File: src/rtl/lnkerr_map.svh
// Timing constants and field codes for the link error detect and recovery block
`ifndef LNKERR_MAP_SVH
`define LNKERR_MAP_SVH
`define LNKERR_CLK_NS        10
`define LNKERR_DISC_NS       850
`define LNKERR_DISC_MIN_NS   727
`define LNKERR_DISC_CYC      (`LNKERR_DISC_NS / `LNKERR_CLK_NS)
`define LNKERR_RESET_NS      6400
`define LNKERR_RESET_CYC     (`LNKERR_RESET_NS / `LNKERR_CLK_NS)
`define LNKERR_WAIT_NS       12800
`define LNKERR_WAIT_CYC      (`LNKERR_WAIT_NS / `LNKERR_CLK_NS)
`define LNKERR_CNT_W         11
`define LNKERR_CTRL_FCT      2'h0
`define LNKERR_CTRL_ESC      2'h3
`define LNKERR_ERR_NONE      3'h0
`define LNKERR_ERR_DISC      3'h1
`define LNKERR_ERR_PAR       3'h2
`define LNKERR_ERR_ESC       3'h3
`define LNKERR_ERR_CRED      3'h4
`endif

File: src/rtl/lnkerr_pkg.sv
// Types of the link error detect and recovery block
package lnkerr_pkg;
    typedef enum logic [2:0] {
        LNKERR_ERESET  = 3'h0,
        LNKERR_EWAIT   = 3'h1,
        LNKERR_READY   = 3'h3,
        LNKERR_STARTED = 3'h2,
        LNKERR_CONN    = 3'h6,
        LNKERR_RUN     = 3'h7
    } lnkerr_state_e;

    typedef struct packed {
        logic       valid;
        logic       is_ctrl;
        logic [1:0] ctrl;
        logic       parity_bad;
        logic       null_seen;
        logic       is_eop;
    } lnkerr_rxchar_s;

    typedef struct packed {
        logic       pulse;
        logic [2:0] kind;
    } lnkerr_report_s;
endpackage

File: src/rtl/lnkerr_core.sv
// Exchange-level error detection and exchange-of-silence recovery
//
// Summary of operation
// - Disconnect when idle exceeds detection interval
// - Detection interval is nominally 850 ns
// - Disconnect armed only after first bit
// - Disconnect error enters error reset, silencing
// - Physical break: keep cycling reset sequence
// - Parity error after first NULL recovers
// - Escape only precedes FCT or data
// - Escape then non-FCT control is error
// - N-Char without credit in Run errors; code flags data chars only, not EOP
// - Unexpected FCT/N-Char in init resets; code resets on data chars only, not EOP
// - Drop back-to-back EOP quietly in Run
// - On error, or disable in Run, stop transmitting
// - Recovery passes reset, wait, ready states
// - Ready plus enabled advances to started
// - Started times out after 12.8 us
// - Disabled end still detects peer silence
// - Initialization errors never reported upward
// - Run errors reported, sequence errors not
// - Disconnect in wait/ready goes error reset
// - Started disconnect or timeout goes reset
// - Error reset held 6.4 us
// - Error wait held 12.8 us
// - Connecting without FCT 12.8 us resets
// - Disconnect timeout within 727..1000 ns
`timescale 1ns/1ps
`include "lnkerr_map.svh"
module lnkerr_core
    import lnkerr_pkg::*;
(
    input  wire logic           clk,
    input  wire logic           nrst,
    input  wire logic           rx_d,
    input  wire logic           rx_s,
    input  wire lnkerr_rxchar_s rx_char,
    input  wire logic           link_enable,
    input  wire logic           credit_avail,
    input  wire logic           tx_esc_req,
    input  wire logic           tx_esc_fct,
    input  wire logic           tx_esc_data,
    output logic                tx_enable,
    output logic                tx_send_fct,
    output logic                tx_esc_ok,
    output logic                rx_reset,
    output logic                rx_char_drop,
    output lnkerr_state_e       link_state,
    output lnkerr_report_s      net_report
);
    // ------------------------------------------------------------
    // Pin synchronisers
    // ------------------------------------------------------------
    logic [2:0] d_sync_q;
    logic [2:0] s_sync_q;
    always_ff @(posedge clk or negedge nrst) begin
        if (!nrst) begin
            d_sync_q <= 3'h0;
            s_sync_q <= 3'h0;
        end else begin
            d_sync_q <= {d_sync_q[1:0], rx_d};
            s_sync_q <= {s_sync_q[1:0], rx_s};
        end
    end
    logic edge_seen;
    assign edge_seen = (d_sync_q[1] ^ d_sync_q[2]) | (s_sync_q[1] ^ s_sync_q[2]);

    // ------------------------------------------------------------
    // Disconnect timer
    // ------------------------------------------------------------
    lnkerr_state_e    state_q;
    logic             armed_q;
    logic [6:0]       disc_cnt_q;
    logic             disconnect;
    localparam logic [6:0] DISC_CYC = 7'(`LNKERR_DISC_CYC);
    always_ff @(posedge clk or negedge nrst) begin
        if (!nrst) begin
            armed_q <= 1'b0;
        end else if (state_q == LNKERR_ERESET) begin
            armed_q <= 1'b0;
        end else if (edge_seen) begin
            armed_q <= 1'b1;
        end
    end
    always_ff @(posedge clk or negedge nrst) begin
        if (!nrst) begin
            disc_cnt_q <= 7'h0;
        end else if (edge_seen || !armed_q) begin
            disc_cnt_q <= 7'h0;
        end else if (disc_cnt_q != DISC_CYC) begin
            disc_cnt_q <= disc_cnt_q + 7'h1;
        end
    end
    assign disconnect = armed_q && (disc_cnt_q == DISC_CYC);

    // ------------------------------------------------------------
    // Character checks
    // ------------------------------------------------------------
    logic null_q;
    logic esc_q;
    logic eop_q;
    logic par_err;
    logic esc_err;
    logic cred_err;
    logic seq_err;
    always_ff @(posedge clk or negedge nrst) begin
        if (!nrst) begin
            null_q <= 1'b0;
        end else if (state_q == LNKERR_ERESET) begin
            null_q <= 1'b0;
        end else if (rx_char.valid && rx_char.null_seen) begin
            null_q <= 1'b1;
        end
    end
    always_ff @(posedge clk or negedge nrst) begin
        if (!nrst) begin
            esc_q <= 1'b0;
        end else if (state_q == LNKERR_ERESET) begin
            esc_q <= 1'b0;
        end else if (rx_char.valid) begin
            esc_q <= rx_char.is_ctrl && (rx_char.ctrl == `LNKERR_CTRL_ESC) && !esc_q;
        end
    end
    assign par_err  = rx_char.valid && rx_char.parity_bad && null_q;
    assign esc_err  = rx_char.valid && esc_q && rx_char.is_ctrl
                      && (rx_char.ctrl != `LNKERR_CTRL_FCT);
    assign cred_err = rx_char.valid && !rx_char.is_ctrl && !credit_avail
                      && (state_q == LNKERR_RUN);
    assign seq_err  = rx_char.valid && !esc_q
                      && ((state_q != LNKERR_RUN && !rx_char.is_ctrl)
                      || (state_q != LNKERR_CONN && state_q != LNKERR_RUN
                          && rx_char.is_ctrl && rx_char.ctrl == `LNKERR_CTRL_FCT));
    logic got_fct;
    assign got_fct = rx_char.valid && !esc_q && rx_char.is_ctrl
                     && rx_char.ctrl == `LNKERR_CTRL_FCT;

    // Empty packet drop
    logic ncharv;
    assign ncharv = rx_char.valid && (!rx_char.is_ctrl || rx_char.is_eop) && !esc_q;
    always_ff @(posedge clk or negedge nrst) begin
        if (!nrst) begin
            eop_q <= 1'b0;
        end else if (state_q == LNKERR_ERESET) begin
            eop_q <= 1'b0;
        end else if (ncharv) begin
            eop_q <= rx_char.is_eop;
        end
    end
    assign rx_char_drop = ncharv && rx_char.is_eop && eop_q
                          && (state_q == LNKERR_RUN);

    // ------------------------------------------------------------
    // Exchange state machine
    // ------------------------------------------------------------
    logic [`LNKERR_CNT_W-1:0] tmr_q;
    logic                     tmr_clr;
    logic                     rx_error;
    lnkerr_state_e            state_d;
    localparam logic [`LNKERR_CNT_W-1:0] RESET_CYC = `LNKERR_CNT_W'(`LNKERR_RESET_CYC);
    localparam logic [`LNKERR_CNT_W-1:0] WAIT_CYC  = `LNKERR_CNT_W'(`LNKERR_WAIT_CYC);
    assign rx_error = disconnect || par_err || esc_err || cred_err;
    always_comb begin
        state_d = state_q;
        unique case (state_q)
            LNKERR_ERESET: begin
                if (tmr_q == RESET_CYC - 1'b1) state_d = LNKERR_EWAIT;
            end
            LNKERR_EWAIT: begin
                if (rx_error || seq_err) state_d = LNKERR_ERESET;
                else if (tmr_q == WAIT_CYC - 1'b1) state_d = LNKERR_READY;
            end
            LNKERR_READY: begin
                if (rx_error || seq_err) state_d = LNKERR_ERESET;
                else if (link_enable) state_d = LNKERR_STARTED;
            end
            LNKERR_STARTED: begin
                if (rx_error || seq_err || tmr_q == WAIT_CYC - 1'b1) begin
                    state_d = LNKERR_ERESET;
                end else if (null_q) state_d = LNKERR_CONN;
            end
            LNKERR_CONN: begin
                if (rx_error || seq_err || tmr_q == WAIT_CYC - 1'b1) begin
                    state_d = LNKERR_ERESET;
                end else if (got_fct) state_d = LNKERR_RUN;
            end
            LNKERR_RUN: begin
                if (rx_error || !link_enable) state_d = LNKERR_ERESET;
            end
            default: state_d = LNKERR_ERESET;
        endcase
    end
    assign tmr_clr = (state_d != state_q);
    always_ff @(posedge clk or negedge nrst) begin
        if (!nrst) begin
            state_q <= LNKERR_ERESET;
        end else begin
            state_q <= state_d;
        end
    end
    always_ff @(posedge clk or negedge nrst) begin
        if (!nrst) begin
            tmr_q <= '0;
        end else if (tmr_clr) begin
            tmr_q <= '0;
        end else if (tmr_q != WAIT_CYC) begin
            tmr_q <= tmr_q + 1'b1;
        end
    end
    assign link_state  = state_q;
    assign tx_enable   = (state_q == LNKERR_STARTED) || (state_q == LNKERR_CONN)
                         || (state_q == LNKERR_RUN);
    assign tx_send_fct = (state_q == LNKERR_CONN) || (state_q == LNKERR_RUN);
    assign rx_reset    = (state_q == LNKERR_ERESET);
    assign tx_esc_ok   = tx_esc_req && (tx_esc_fct ^ tx_esc_data);

    // ------------------------------------------------------------
    // Network-level report
    // ------------------------------------------------------------
    always_ff @(posedge clk or negedge nrst) begin
        if (!nrst) begin
            net_report <= '0;
        end else begin
            net_report.pulse <= (state_q == LNKERR_RUN) && rx_error;
            net_report.kind  <= !(state_q == LNKERR_RUN && rx_error) ? `LNKERR_ERR_NONE :
                                disconnect ? `LNKERR_ERR_DISC :
                                par_err    ? `LNKERR_ERR_PAR  :
                                esc_err    ? `LNKERR_ERR_ESC  : `LNKERR_ERR_CRED;
        end
    end
endmodule // lnkerr_core

File: config.mk
export PLATFORM = sky130hd
export DESIGN_NAME = lnkerr_core
export DESIGN_NICKNAME = d
export VERILOG_FILES = /design/src/rtl/lnkerr_pkg.sv /design/src/rtl/lnkerr_core.sv
export VERILOG_INCLUDE_DIRS = /design/src /design/src/rtl
export SDC_FILE = /design/constraint.sdc
export NUM_CORES = 1
export LEC_CHECK = 0
export BUFFER_PORTS_ARGS = -buffer_cell sky130_fd_sc_hd__buf_2
export CELL_PAD_IN_SITES_DETAIL_PLACEMENT = 1
export CELL_PAD_IN_SITES_GLOBAL_PLACEMENT = 2
export CORE_UTILIZATION = 32
export CTS_CLUSTER_DIAMETER = 40
export DETAILED_ROUTE_END_ITERATION = 12
export GPL_ROUTABILITY_DRIVEN = 0
export HOLD_SLACK_MARGIN = 0.06
export PLACE_DENSITY_LB_ADDON = 0.08
export SYNTH_ARGS = -nofsm -noshare
export SYNTH_HDL_FRONTEND = slang
export SYNTH_SLANG_ARGS = --single-unit
File: constraint.sdc
create_clock -name clk -period 2 [get_ports clk]
set_input_delay 0.2 -clock clk [delete_from_list [all_inputs] [get_ports clk]]
set_output_delay 0.2 -clock clk [all_outputs]
set_load 0.1 [all_outputs]
==> results of run 1 <==
-- worst reg2reg max path, cell delays in order (launching register included) --
cell	delay (ns)
sky130_fd_sc_hd__dfrtp_1	0.37
sky130_fd_sc_hd__nand4b_1	0.22
sky130_fd_sc_hd__or4b_4	0.60
sky130_fd_sc_hd__nand4_4	0.12
sky130_fd_sc_hd__o21ai_1	0.10
sky130_fd_sc_hd__a31oi_2	0.28
sky130_fd_sc_hd__buf_6	0.19
sky130_fd_sc_hd__nor3_2	0.06
-- through the flow --
stage	cell area (um2)	TNS [ns]	hold slack [ns]	worst slack, ns	power, mW
final	2490	-0.418	0.162	-0.0508	1.82
after global routing	2490	-1.04	0.166	-0.109	1.94
after CTS	2410	-0.0295	0.146	-0.0233	1.83
after detailed placement	2270	-0.784	0.225	-0.0936	1.32
after global placement	2270	-0.259	0.211	-0.0364	1.30
after floorplan	1900	-6.36	-0.0956	-0.582	1.14
-- what timing repair did --
item	CTS	global route
setup endpoints to repair	11	12
gates resized for setup	4	17
hold buffers	3	0
hold endpoints to repair	23	0
gates cloned	0	2
buffers inserted	0	2
pin swaps	0	6
-- flip-flops by register name, summed over array words and instances, names as in the netlist --
| signal | count |
|---|---|
| tmr_q | 11 |
| disc_cnt_q | 7 |
| net_report | 4 |
| d_sync_q | 3 |
| link_state | 3 |
| s_sync_q | 3 |
| armed_q | 1 |
| eop_q | 1 |
| esc_q | 1 |
| null_q | 1 |
-- routing by layer --
layer	wire length (um)	vias up
met5	0	-
met2	2350	24
met3	167	2
met1	2150	788
li1	-	761
met4	25	0
-- layout by cell type (no fill, tap or decap), drive strengths merged --
master and instances:
buf 56, dfrtp 35, nor3 16, nand2 15, nand3 15, nor2 14, xor2 11, a21oi 10
clkbuf 8, inv 6, nor3b 5, xnor2 5, o21ai 5, a31oi 5, and2 4, ha 4
nand4b 3, nand2b 3, dlygate4sd3 3, mux2i 2, nor2b 2, nand4 2, and3 2, or3 2
clkinvlp 1, or4b 1, o2111a 1, and4 1, o211ai 1, a21boi 1, a211o 1, a41oi 1
nor4b 1, o221ai 1, nor4 1, clkinv 1
-- kinds of logic (layout without fill, tap and decap cells) --
| logic type | Yosys count | after routing | synth area share |
|---|---|---|---|
| compound gates | 26 | 26 | 0.0970 |
| flops | 35 | 35 | 0.472 |
| buf+inv | 11 | 75 | 0.0297 |
| mux | 2 | 2 | 0.0108 |
| xor+xnor | 16 | 16 | 0.0755 |
| fa+ha+maj | 4 | 4 | 0.0270 |
| simple gates | 87 | 87 | 0.288 |
-- cell type report --
cell class,instances,area share
multi-input cells,135,0.399
well taps,72,0.0362
repair buffers,60,0.164
inverters,7,0.0121
clock inverters,1,0.00201
flip-flops and latches,35,0.356
clock buffers,7,0.0307
-- final timing paths --
path                          endpoint  slack (ns)  cells after the start
hold / removal                   eop_q        0.16                      3
setup reg to reg              tmr_q[4]       -0.05                      7
setup / recovery              tmr_q[4]       -0.05                      7
hold reg to reg            s_sync_q[1]        0.35                      0
min in group asynchronous        eop_q        0.45                      2
max in group asynchronous     tmr_q[4]        0.94                      3
-- power by group through the flow --
stage	sequential, mW	clock (mW)	combinational [mW]
finish	0.858	0.490	0.469
global placement	0.863	0	0.440
detailed placement	0.869	0	0.454
global route	0.868	0.548	0.528
floorplan	0.880	0	0.258
CTS	0.855	0.513	0.464
==> impl_metrics.sql, run 1 <==
INSERT INTO impl_metrics (metric_group, metric, value, unit) VALUES
('worst_setup_path', 'cp_cell_sequence', 'nand4b_1 -> or4b_4 -> nand4_4 -> o21ai_1 -> a31oi_2 -> buf_6 -> nor3_2', ''),
('status', 'outcome', 'finished with violations', ''),
('detailed_routing', 'drtIter0Drc', '63', ''),
('finish', 'fillers', '635', ''),
('synth', 'synth-edff-count', '0', ''),
('worst_setup_path', 'setup.worst_path.class', 'flip-flop to flip-flop', ''),
('detailed_routing', 'postRouteWirelength', '4700', 'um'),
('sta', 'final.setup_skew', '0.00963', 'ns'),
('pwr', 'cellLeakagePower', '1.10', 'nW'),
('global_routing', 'grt_start_max_net_pins', '23', ''),
('hold_path', 'hold_path.class', 'input pin to flip-flop', ''),
('status', 'failing_checks', 'negative setup slack', ''),
('clock_tree', 'tritoncts', 'done', ''),
('finish', 'antenna_diode_count', '0', ''),
('pwr', 'vdd.ir_drop.worst', '410', 'uV'),
('sta', 'timing_hold_violations_final', '0', ''),
('sta', 'timing.fmax', '0.488', 'GHz'),
('detailed_routing', 'dr.pass1.iters', '4', ''),
('synth', 'synth_seq_area_share', '0.472', ''),
('synth', 'synth.largest_area_cell', 'sky130_fd_sc_hd__dfrtp_1', ''),
('global_routing', 'track_usage', '0.164', ''),
('global_routing', 'use_met2', '0.283', ''),
('synth', 'syn_area_per_cell', '10.3', 'um2'),
('sta', 'post_route_fraction_of_the_period_consumed_by_the_critical_path', '1.03', ''),
('worst_setup_path', 'start_kind', 'flip-flop', ''),
('synth', 'netlist_top_cells_area', 'sky130_fd_sc_hd__dfrtp_1, sky130_fd_sc_hd__nor3_2, sky130_fd_sc_hd__xor2_1, sky130_fd_sc_hd__nand3_1, sky130_fd_sc_hd__nand2_1', ''),
('finish', 'final_nets', '264', ''),
('global_routing', 'grt_pass1_wl', '7810', 'um'),
('pwr', 'power-per-cell-area', '731', 'nW/um2'),
('run', 'max_cap_viol_count', '0', ''),
('clock_tree', 'cts-htree-levels', '2', ''),
('floorplanning', 'die_y', '78.2', 'um'),
('synth', 'synth_cell_types', '39', ''),
('floorplanning', 'start_util', '0.335', ''),
('floorplanning', 'die_width', '78.2', 'um'),
('clock_tree', 'clk_pin_slew_worst_paths', '0.08', 'ns'),
('worst_setup_path', 'reg2reg_from', 'disc_cnt_q[5]', ''),
('synth', 'ys_top_cells_by_count', 'sky130_fd_sc_hd__dfrtp_1, sky130_fd_sc_hd__nand2_1, sky130_fd_sc_hd__nand3_1, sky130_fd_sc_hd__nor2_1, sky130_fd_sc_hd__xor2_1', ''),
('synth', 'synthesis.instances', '181', ''),
('sta', 'tightest_slew', '0.621', 'ns'),
('floorplanning', 'ios', '28', ''),
('clock_tree', 'tritoncts_buffer_count', '5', ''),
('detailed_routing', 'viasPerCell', '4.97', ''),
('pwr', 'p_int', '1.27', 'mW'),
('pwr', 'net-switching-power', '547', 'uW'),
('synth', 'top_reg_cell_synth', 'sky130_fd_sc_hd__dfrtp_1', ''),
('finish', 'final-instance-count-excl-fill', '317', ''),
('sta', 'finalSetupViolCount', '11', ''),
('global_routing', 'grt_antenna_before_repair', '0', ''),
('global_routing', 'groute.layer.met3.usage', '0.0360', ''),
('clock_tree', 'cts_num_sinks', '35', ''),
('clock_tree', 'clkLatencyLatePin', '0.28', 'ns'),
('synth', 'synth_largest_type_area_fraction', '0.472', ''),
('worst_setup_path', 'worstPathArrival', '2.21', 'ns'),
('synth', 'synth.most_common_cell', 'sky130_fd_sc_hd__dfrtp_1', ''),
('detailed_routing', 'wire_per_inst', '14.8', 'um'),
('placed_design', 'placed_cells', '302', ''),
('finish', 'syn_to_final_growth', '33.9', '%'),
('hold_path', 'min-delay-start', 'rx_char[0]', ''),
('placed_design', 'port_buffers', '27', ''),
('worst_setup_path', 'worst-path-max-fanout', '6', ''),
('finish', 'utilization', '0.449', ''),
('global_routing', 'grt_most_used_layer', 'met2', ''),
('worst_setup_path', 'timing.critical_path.max_delay_family', 'simple AND/OR/NAND/NOR gates', ''),
('sta', 'final.setup.worst_slack', '-0.0508', 'ns'),
('synth', 'synth-async-reset-ratio', '1.00', ''),
('worst_setup_path', 'critical_path_required', '2.16', 'ns'),
('detailed_routing', 'detailroute.via_count', '1575', ''),
('worst_setup_path', 'timing.critical_path.to_type', 'flip-flop', ''),
('worst_setup_path', 'timing.critical_path.slowest_cell_delay', '0.60', 'ns'),
('pwr', 'switching_share', '0.301', '');
Note: power is estimated with default switching activity, not from simulation.
==> run 2: changes to the inputs <==
==> constraint.sdc (replaced) <==
create_clock -name clk -period 2 [get_ports clk]
set_input_delay 0.1 -clock clk [delete_from_list [all_inputs] [get_ports clk]]
set_output_delay 0.1 -clock clk [all_outputs]
set_load 0.1 [all_outputs]
==> run 2 against run 1 <==
- the flow now finishes without violations
- clock power up 4%
- final cell count up 1.3%
- combinational power up 3%
- utilization up 1.3 points
- non-clock buffer count up 4
- maximum frequency up 2.7%
- register-to-register slack better by 0.05 ns
- critical endpoint is now tmr_q[3]
- largest cell class unchanged
- highest routed layer unchanged
==> impl_metrics.sql, run 2 (synthesized netlist as in run 1, its figures left out) <==
INSERT INTO impl_metrics (metric_group, metric, value, unit) VALUES
('sta', 'timing.fmax', '0.501', 'GHz'),
('sta', 'rsz_0062_raised_after_global_routing', 'yes', ''),
('floorplanning', 'ios', '28', ''),
('finish', 'antenna_diode_count', '0', ''),
('placed_design', 'port_buffers', '27', ''),
('finish', 'layout.cells.most_common_list', 'sky130_fd_sc_hd__dfrtp_1, sky130_fd_sc_hd__buf_4, sky130_fd_sc_hd__buf_2, sky130_fd_sc_hd__nand2_1, sky130_fd_sc_hd__nand3_1', ''),
('finish', 'largest_register_ffs', '11', ''),
('clock_tree', 'clk_buf_depth', '2', ''),
('detailed_routing', 'viasPerCell', '4.94', ''),
('finish', 'share_of_layout_cells_above_drive_strength_1', '0.394', ''),
('detailed_routing', 'postRouteWirelength', '4850', 'um'),
('detailed_routing', 'dr.pass1.iters', '4', ''),
('finish', 'largest_registers', 'tmr_q (11), disc_cnt_q (7), net_report (4)', ''),
('sta', 'tightest_slew', '0.636', 'ns'),
('worst_setup_path', 'ff2ff_setup_slack', '0.003', 'ns'),
('floorplanning', 'rows', '27', ''),
('placed_design', 'placed_cells', '301', ''),
('sta', 'final.setup.worst_slack', '0.00256', 'ns'),
('worst_setup_path', 'crit_slowest_cell', 'sky130_fd_sc_hd__or4b_4', ''),
('clock_tree', 'root_buffer', 'sky130_fd_sc_hd__clkbuf_8', ''),
('floorplanning', 'core_area', '5540', 'um2'),
('floorplanning', 'start_util', '0.335', ''),
('global_routing', 'grt_antenna_before_repair', '0', ''),
('floorplanning', 'area_enclosed_by_the_die_boundary', '6110', 'um2'),
('run', 'max_cap_viol_count', '0', ''),
('worst_setup_path', 'cp.buffers_inverters', '1', ''),
('worst_setup_path', 'critical_path.reg2reg.endpoint', 'tmr_q[3]', ''),
('global_routing', 'first_global_vias', '1656', ''),
('pwr', 'cellLeakagePower', '1.12', 'nW'),
('detailed_routing', 'drtIter0Drc', '43', ''),
('clock_tree', 'tritoncts_buffer_count', '5', ''),
('global_routing', 'grt_pass1_wl', '7980', 'um'),
('finish', 'utilization', '0.462', ''),
('clock_tree', 'cts-htree-levels', '2', ''),
('finish', 'final-instance-count-excl-fill', '321', ''),
('global_routing', 'overflow', '0', ''),
('finish', 'top_register', 'tmr_q', ''),
('pwr', 'post-layout-total-power', '1.87', 'mW'),
('finish', 'syn_to_final_growth', '37.7', '%'),
('status', 'outcome', 'finished clean', ''),
('detailed_routing', 'detail-route-antenna-nets', '0', ''),
('finish', 'reg_area', '885', 'um2'),
('worst_setup_path', 'start_kind', 'flip-flop', ''),
('finish', 'most_common_cell_after_layout_fill_and_taps_aside', 'sky130_fd_sc_hd__dfrtp_1', ''),
('finish', 'fillers', '641', ''),
('placed_design', 'placed_wire_length_estimate_after_detailed_placement', '3430', 'um'),
('pwr', 'vdd.ir_drop.worst', '471', 'uV'),
('finish', 'final_nets', '268', ''),
('placed_design', 'detailedPlace.worstSlack', '-0.0765', 'ns'),
('worst_setup_path', 'crit_path_end', 'tmr_q[3]', ''),
('hold_path', 'hold_path.class', 'input pin to flip-flop', ''),
('worst_setup_path', 'number_of_stages_on_the_worst_setup_path', '7', ''),
('sta', 'max_slew_margin', '0.575', ''),
('sta', 'drv_slew', '0', ''),
('worst_setup_path', 'worst-path-max-fanout', '5', ''),
('worst_setup_path', 'rr_worst_depth', '7', ''),
('clock_tree', 'clk_pin_slew_worst_paths', '0.07', 'ns'),
('finish', 'multi_input_comb_area', '1030', 'um2'),
('worst_setup_path', 'setup.worst_path.start', 'disc_cnt_q[5]', ''),
('sta', 'final.setup_skew', '0.00291', 'ns'),
('detailed_routing', 'drt_drc_violations_left', '0', ''),
('worst_setup_path', 'reg2reg_from', 'disc_cnt_q[5]', ''),
('pwr', 'power-per-cell-area', '730', 'nW/um2'),
('sta', 'period_minus_slack', '2.00', 'ns'),
('sta', 'timing_hold_violations_final', '0', ''),
('sta', 'totalNegativeSetupSlack', '0', 'ns'),
('worst_setup_path', 'setup.worst_path.class', 'flip-flop to flip-flop', ''),
('detailed_routing', 'wire_per_inst', '15.1', 'um'),
('floorplanning', 'die_width', '78.2', 'um'),
('clock_tree', 'tritoncts', 'done', ''),
('sta', 'post_route_fraction_of_the_period_consumed_by_the_critical_path', '0.999', ''),
('worst_setup_path', 'worstPathArrival', '2.21', 'ns'),
('global_routing', 'track_usage', '0.169', ''),
('worst_setup_path', 'timing.critical_path.slowest_cell_delay', '0.56', 'ns'),
('worst_setup_path', 'critical_path_required', '2.21', 'ns'),
('clock_tree', 'cts_num_sinks', '35', ''),
('floorplanning', 'die_y', '78.2', 'um'),
('clock_tree', 'clkLatencyLatePin', '0.28', 'ns'),
('worst_setup_path', 'timing.critical_path.max_delay_family', 'simple AND/OR/NAND/NOR gates', ''),
('global_routing', 'grt_start_max_net_pins', '26', ''),
('detailed_routing', 'detailroute.via_count', '1585', ''),
('worst_setup_path', 'timing.critical_path.to_type', 'flip-flop', ''),
('sta', 'finalSetupViolCount', '0', ''),
('worst_setup_path', 'cp_cell_sequence', 'nand4b_1 -> or4b_4 -> nand4_4 -> o221ai_2 -> xor2_2 -> buf_6 -> nor3_4', '');
[run 2: cell types whose count changed in the layout (fill, tap and decap cells not counted), sizes merged]
cell         before  now
buf              56   60
clkbuf            8    5
clkinvlp          1    3
dlygate4sd3       3    4
[run 2: through the flow]
stage / area [um2] / hold slack [ns]
after floorplan: 1900 / -0.196
after global routing: 2560 / 0.0890
after detailed placement: 2270 / 0.148
after CTS: 2490 / 0.0797
after global placement: 2270 / 0.138
final: 2560 / 0.0797
[run 2: layer usage]
metal,routed length (um),up-vias,global-route usage
li1,-,774,-
met1,2290,779,0.225
met2,2360,27,0.276
met3,159,5,0.0360
met4,32,0,0.0444
met5,0,-,0
[run 2: cell type report]
cell class / instances / area share
Tap cell: 72 / 0.0352
Inverter: 7 / 0.0117
Sequential cell: 35 / 0.346
Timing Repair Buffer: 64 / 0.171
Multi-Input combinational cell: 135 / 0.401
Clock inverter: 3 / 0.00783
Clock buffer: 5 / 0.0269
[run 2: what timing repair did]
item	CTS	global route
hold buffers	4	0
endpoints found under the setup margin	11	11
pin swaps	6	6
gates cloned	2	0
hold endpoints to repair	27	0
setup buffers	2	4
gates resized for setup	16	7
[run 2: worst min path at each step]
stage | startpoint | endpoint | slack, ns | depth (start not counted)
after floorplan | nrst | armed_q | -0.20 | 0
after global placement | nrst | null_q | 0.14 | 1
after detailed placement | nrst | esc_q | 0.15 | 1
after CTS | rx_char[4] | esc_q | 0.08 | 3
after global routing | rx_char[4] | esc_q | 0.09 | 3
final | rx_char[1] | null_q | 0.08 | 3
[run 2: worst min-delay path: cells and delay by family]
kind | cells | cell delay [ns]
AOI/OAI and AO/OA | 1 | 0.05
and+or+nand+nor | 1 | 0.09
buffers and inverters | 1 | 0.08
[run 2: power breakdown]
part | switching (mW) | internal, mW | total [mW]
Clock | 0.266 | 0.242 | 0.508
Sequential | 0.0833 | 0.789 | 0.873
Combinational | 0.233 | 0.253 | 0.485
==> run 3: changes to the inputs <==
Settings changed: CORE_UTILIZATION 32 to 30.
==> run 3 against run 2 <==
- highest routed layer unchanged
- clock power shrank 2%
- die area grew 6.5%
- first-iteration DRC count unchanged
- non-clock buffer count down 1
- the run now ends with negative setup slack left
==> impl_metrics.sql, run 3 (synthesized netlist as in run 1, its figures left out) <==
INSERT INTO impl_metrics (metric_group, metric, value, unit) VALUES
('status', 'failing_checks', 'negative setup slack', ''),
('detailed_routing', 'detail-route-antenna-nets', '0', ''),
('worst_setup_path', 'worstPathArrival', '2.19', 'ns'),
('finish', 'share_of_layout_cells_above_drive_strength_1', '0.377', ''),
('worst_setup_path', 'setup.worst_path.class', 'flip-flop to flip-flop', ''),
('sta', 'post_route_fraction_of_the_period_consumed_by_the_critical_path', '1.01', ''),
('pwr', 'power.share.clock', '0.270', ''),
('detailed_routing', 'dr.pass1.iters', '3', ''),
('pwr', 'seq_power_share', '0.461', ''),
('worst_setup_path', 'reg2reg_from', 'disc_cnt_q[1]', ''),
('clock_tree', 'clk_buf_depth', '2', ''),
('clock_tree', 'clk_pin_slew_worst_paths', '0.07', 'ns'),
('detailed_routing', 'viasPerCell', '4.95', ''),
('sta', 'finalSetupViolCount', '6', ''),
('worst_setup_path', 'cp.buffers_inverters', '2', ''),
('floorplanning', 'start_util', '0.312', ''),
('pwr', 'p_int', '1.28', 'mW'),
('clock_tree', 'cts-htree-levels', '2', ''),
('status', 'outcome', 'finished with violations', ''),
('global_routing', 'track_usage', '0.162', ''),
('global_routing', 'grt_antenna_before_repair', '0', ''),
('sta', 'rsz_0062_raised_after_global_routing', 'yes', ''),
('sta', 'final.setup.worst_slack', '-0.0172', 'ns'),
('pwr', 'net-switching-power', '572', 'uW'),
('finish', 'final_cell_area', '2510', 'um2'),
('floorplanning', 'area_enclosed_by_the_die_boundary', '6510', 'um2'),
('sta', 'max_slew_margin', '0.460', ''),
('detailed_routing', 'postRouteWirelength', '4740', 'um'),
('finish', 'utilization', '0.422', ''),
('run', 'max_cap_viol_count', '0', ''),
('hold_path', 'min-delay-start', 'rx_char[1]', ''),
('worst_setup_path', 'timing.critical_path.max_delay_family', 'simple AND/OR/NAND/NOR gates', ''),
('detailed_routing', 'wire_per_inst', '14.7', 'um'),
('finish', 'final_nets', '267', ''),
('clock_tree', 'cts_num_sinks', '35', ''),
('worst_setup_path', 'crit_slowest_cell', 'sky130_fd_sc_hd__or4b_4', ''),
('finish', 'fillers', '684', ''),
('finish', 'syn_to_final_growth', '35.2', '%'),
('pwr', 'cellLeakagePower', '1.11', 'nW'),
('detailed_routing', 'drt_drc_violations_left', '0', ''),
('worst_setup_path', 'timing.critical_path.slowest_cell_delay', '0.52', 'ns'),
('detailed_routing', 'detailroute.via_count', '1595', ''),
('worst_setup_path', 'worst-path-max-fanout', '6', ''),
('worst_setup_path', 'cp_cell_sequence', 'inv_1 -> ha_1 -> or4b_4 -> nand4_4 -> o221ai_4 -> xor2_2 -> buf_6 -> nor3_2', ''),
('pwr', 'switching_share', '0.310', ''),
('global_routing', 'overflow', '0', ''),
('floorplanning', 'die_y', '80.7', 'um'),
('worst_setup_path', 'setup.worst_path.start', 'disc_cnt_q[1]', ''),
('pwr', 'combPwrFrac', '0.269', ''),
('placed_design', 'placed_wire_length_estimate_after_detailed_placement', '3450', 'um'),
('placed_design', 'post_placement_cell_area', '2280', 'um2'),
('sta', 'period_minus_slack', '2.02', 'ns'),
('placed_design', 'port_buffers', '27', ''),
('floorplanning', 'die_width', '80.7', 'um'),
('floorplanning', 'ios', '28', ''),
('clock_tree', 'tritoncts', 'done', ''),
('clock_tree', 'root_buffer', 'sky130_fd_sc_hd__clkbuf_8', ''),
('floorplanning', 'core_area', '5960', 'um2'),
('sta', 'final.setup_skew', '0.00329', 'ns'),
('worst_setup_path', 'critical_path_required', '2.17', 'ns'),
('finish', 'largest_registers', 'tmr_q (11), disc_cnt_q (7), net_report (4)', ''),
('finish', 'largest_register_ffs', '11', ''),
('global_routing', 'grt_pass1_wl', '7970', 'um'),
('sta', 'drv_slew', '0', ''),
('finish', 'layout.cells.most_common_list', 'sky130_fd_sc_hd__dfrtp_1, sky130_fd_sc_hd__buf_4, sky130_fd_sc_hd__buf_2, sky130_fd_sc_hd__nand2_1, sky130_fd_sc_hd__nand3_1', ''),
('finish', 'top_register', 'tmr_q', ''),
('pwr', 'power-per-cell-area', '736', 'nW/um2'),
('finish', 'most_common_cell_after_layout_fill_and_taps_aside', 'sky130_fd_sc_hd__dfrtp_1', ''),
('sta', 'timing_hold_violations_final', '0', ''),
('worst_setup_path', 'timing.critical_path.to_type', 'flip-flop', ''),
('clock_tree', 'tritoncts_buffer_count', '5', ''),
('hold_path', 'hold_path.class', 'input pin to flip-flop', ''),
('sta', 'tightest_slew', '0.810', 'ns'),
('worst_setup_path', 'start_kind', 'flip-flop', ''),
('pwr', 'vdd.ir_drop.worst', '369', 'uV'),
('sta', 'timing.fmax', '0.496', 'GHz'),
('clock_tree', 'clkLatencyLatePin', '0.28', 'ns'),
('finish', 'antenna_diode_count', '0', ''),
('floorplanning', 'rows', '28', ''),
('global_routing', 'first_global_vias', '1684', ''),
('sta', 'totalNegativeSetupSlack', '-0.0849', 'ns'),
('global_routing', 'grt_start_max_net_pins', '36', ''),
('detailed_routing', 'drtIter0Drc', '43', '');
## run 3: layout make-up
| type | count | area, um2 | area share |
|---|---|---|---|
| clock buffer | 5 | 68.8 | 0.0274 |
| sequential | 35 | 885 | 0.352 |
| tap | 75 | 93.8 | 0.0374 |
| multi-input combinational | 135 | 997 | 0.397 |
| clock inverter | 2 | 13.8 | 0.00548 |
| inverter | 7 | 30.0 | 0.0120 |
| timing repair buffer | 63 | 423 | 0.168 |
## run 3: path summary, 6_finish.rpt
path,end,slack (ns),cells past startpoint
max in group asynchronous,link_state[0],0.95,2
worst max register to register,tmr_q[3],-0.02,8
min in group asynchronous,eop_q,0.45,2
worst min-delay path,null_q,0.08,3
worst max-delay path,tmr_q[3],-0.02,8
worst min register to register,s_sync_q[1],0.35,0
## run 3: through the flow
step	total power [mW]	cells	hold slack (ns)	setup slack [ns]
6_report	1.85	322	0.0839	-0.0172
2_1_floorplan	1.14	181	-0.196	-0.582
3_3_place_gp	1.32	305	0.208	-0.0848
5_1_grt	1.97	322	0.0959	-0.102
4_1_cts	1.87	319	0.0878	-0.0145
3_5_place_dp	1.35	305	0.210	-0.0833
## run 3: repair_timing
item / CTS / global route
resized for setup: 9 / 2
pin swaps: 4 / 3
gates cloned: 1 / 0
hold buffers: 4 / 0
hold endpoints to repair: 38 / 0
setup endpoints to repair: 11 / 11
buffers inserted: 2 / 3
## run 3: per-layer routing
layer,vias to the layer above,routed length [um],GRT usage
li1,769,-,-
met1,789,2250,0.213
met2,30,2260,0.264
met3,7,179,0.0330
met4,0,55,0.0536
met5,-,0,0
## run 3: power by group through the flow
stage               clock, mW  combinational [mW]  sequential [mW]
floorplan                   0               0.258            0.880
global placement            0               0.465            0.860
detailed placement          0               0.483            0.863
CTS                     0.515               0.504            0.851
global route            0.549               0.555            0.863
finish                  0.500               0.496            0.852
## run 3: worst register-to-register path: stages, from the launching register on
cell	delay [ns]
sky130_fd_sc_hd__dfrtp_1	0.38
sky130_fd_sc_hd__inv_1	0.05
sky130_fd_sc_hd__ha_1	0.16
sky130_fd_sc_hd__or4b_4	0.52
sky130_fd_sc_hd__nand4_4	0.13
sky130_fd_sc_hd__o221ai_4	0.15
sky130_fd_sc_hd__xor2_2	0.27
sky130_fd_sc_hd__buf_6	0.19
sky130_fd_sc_hd__nor3_2	0.05
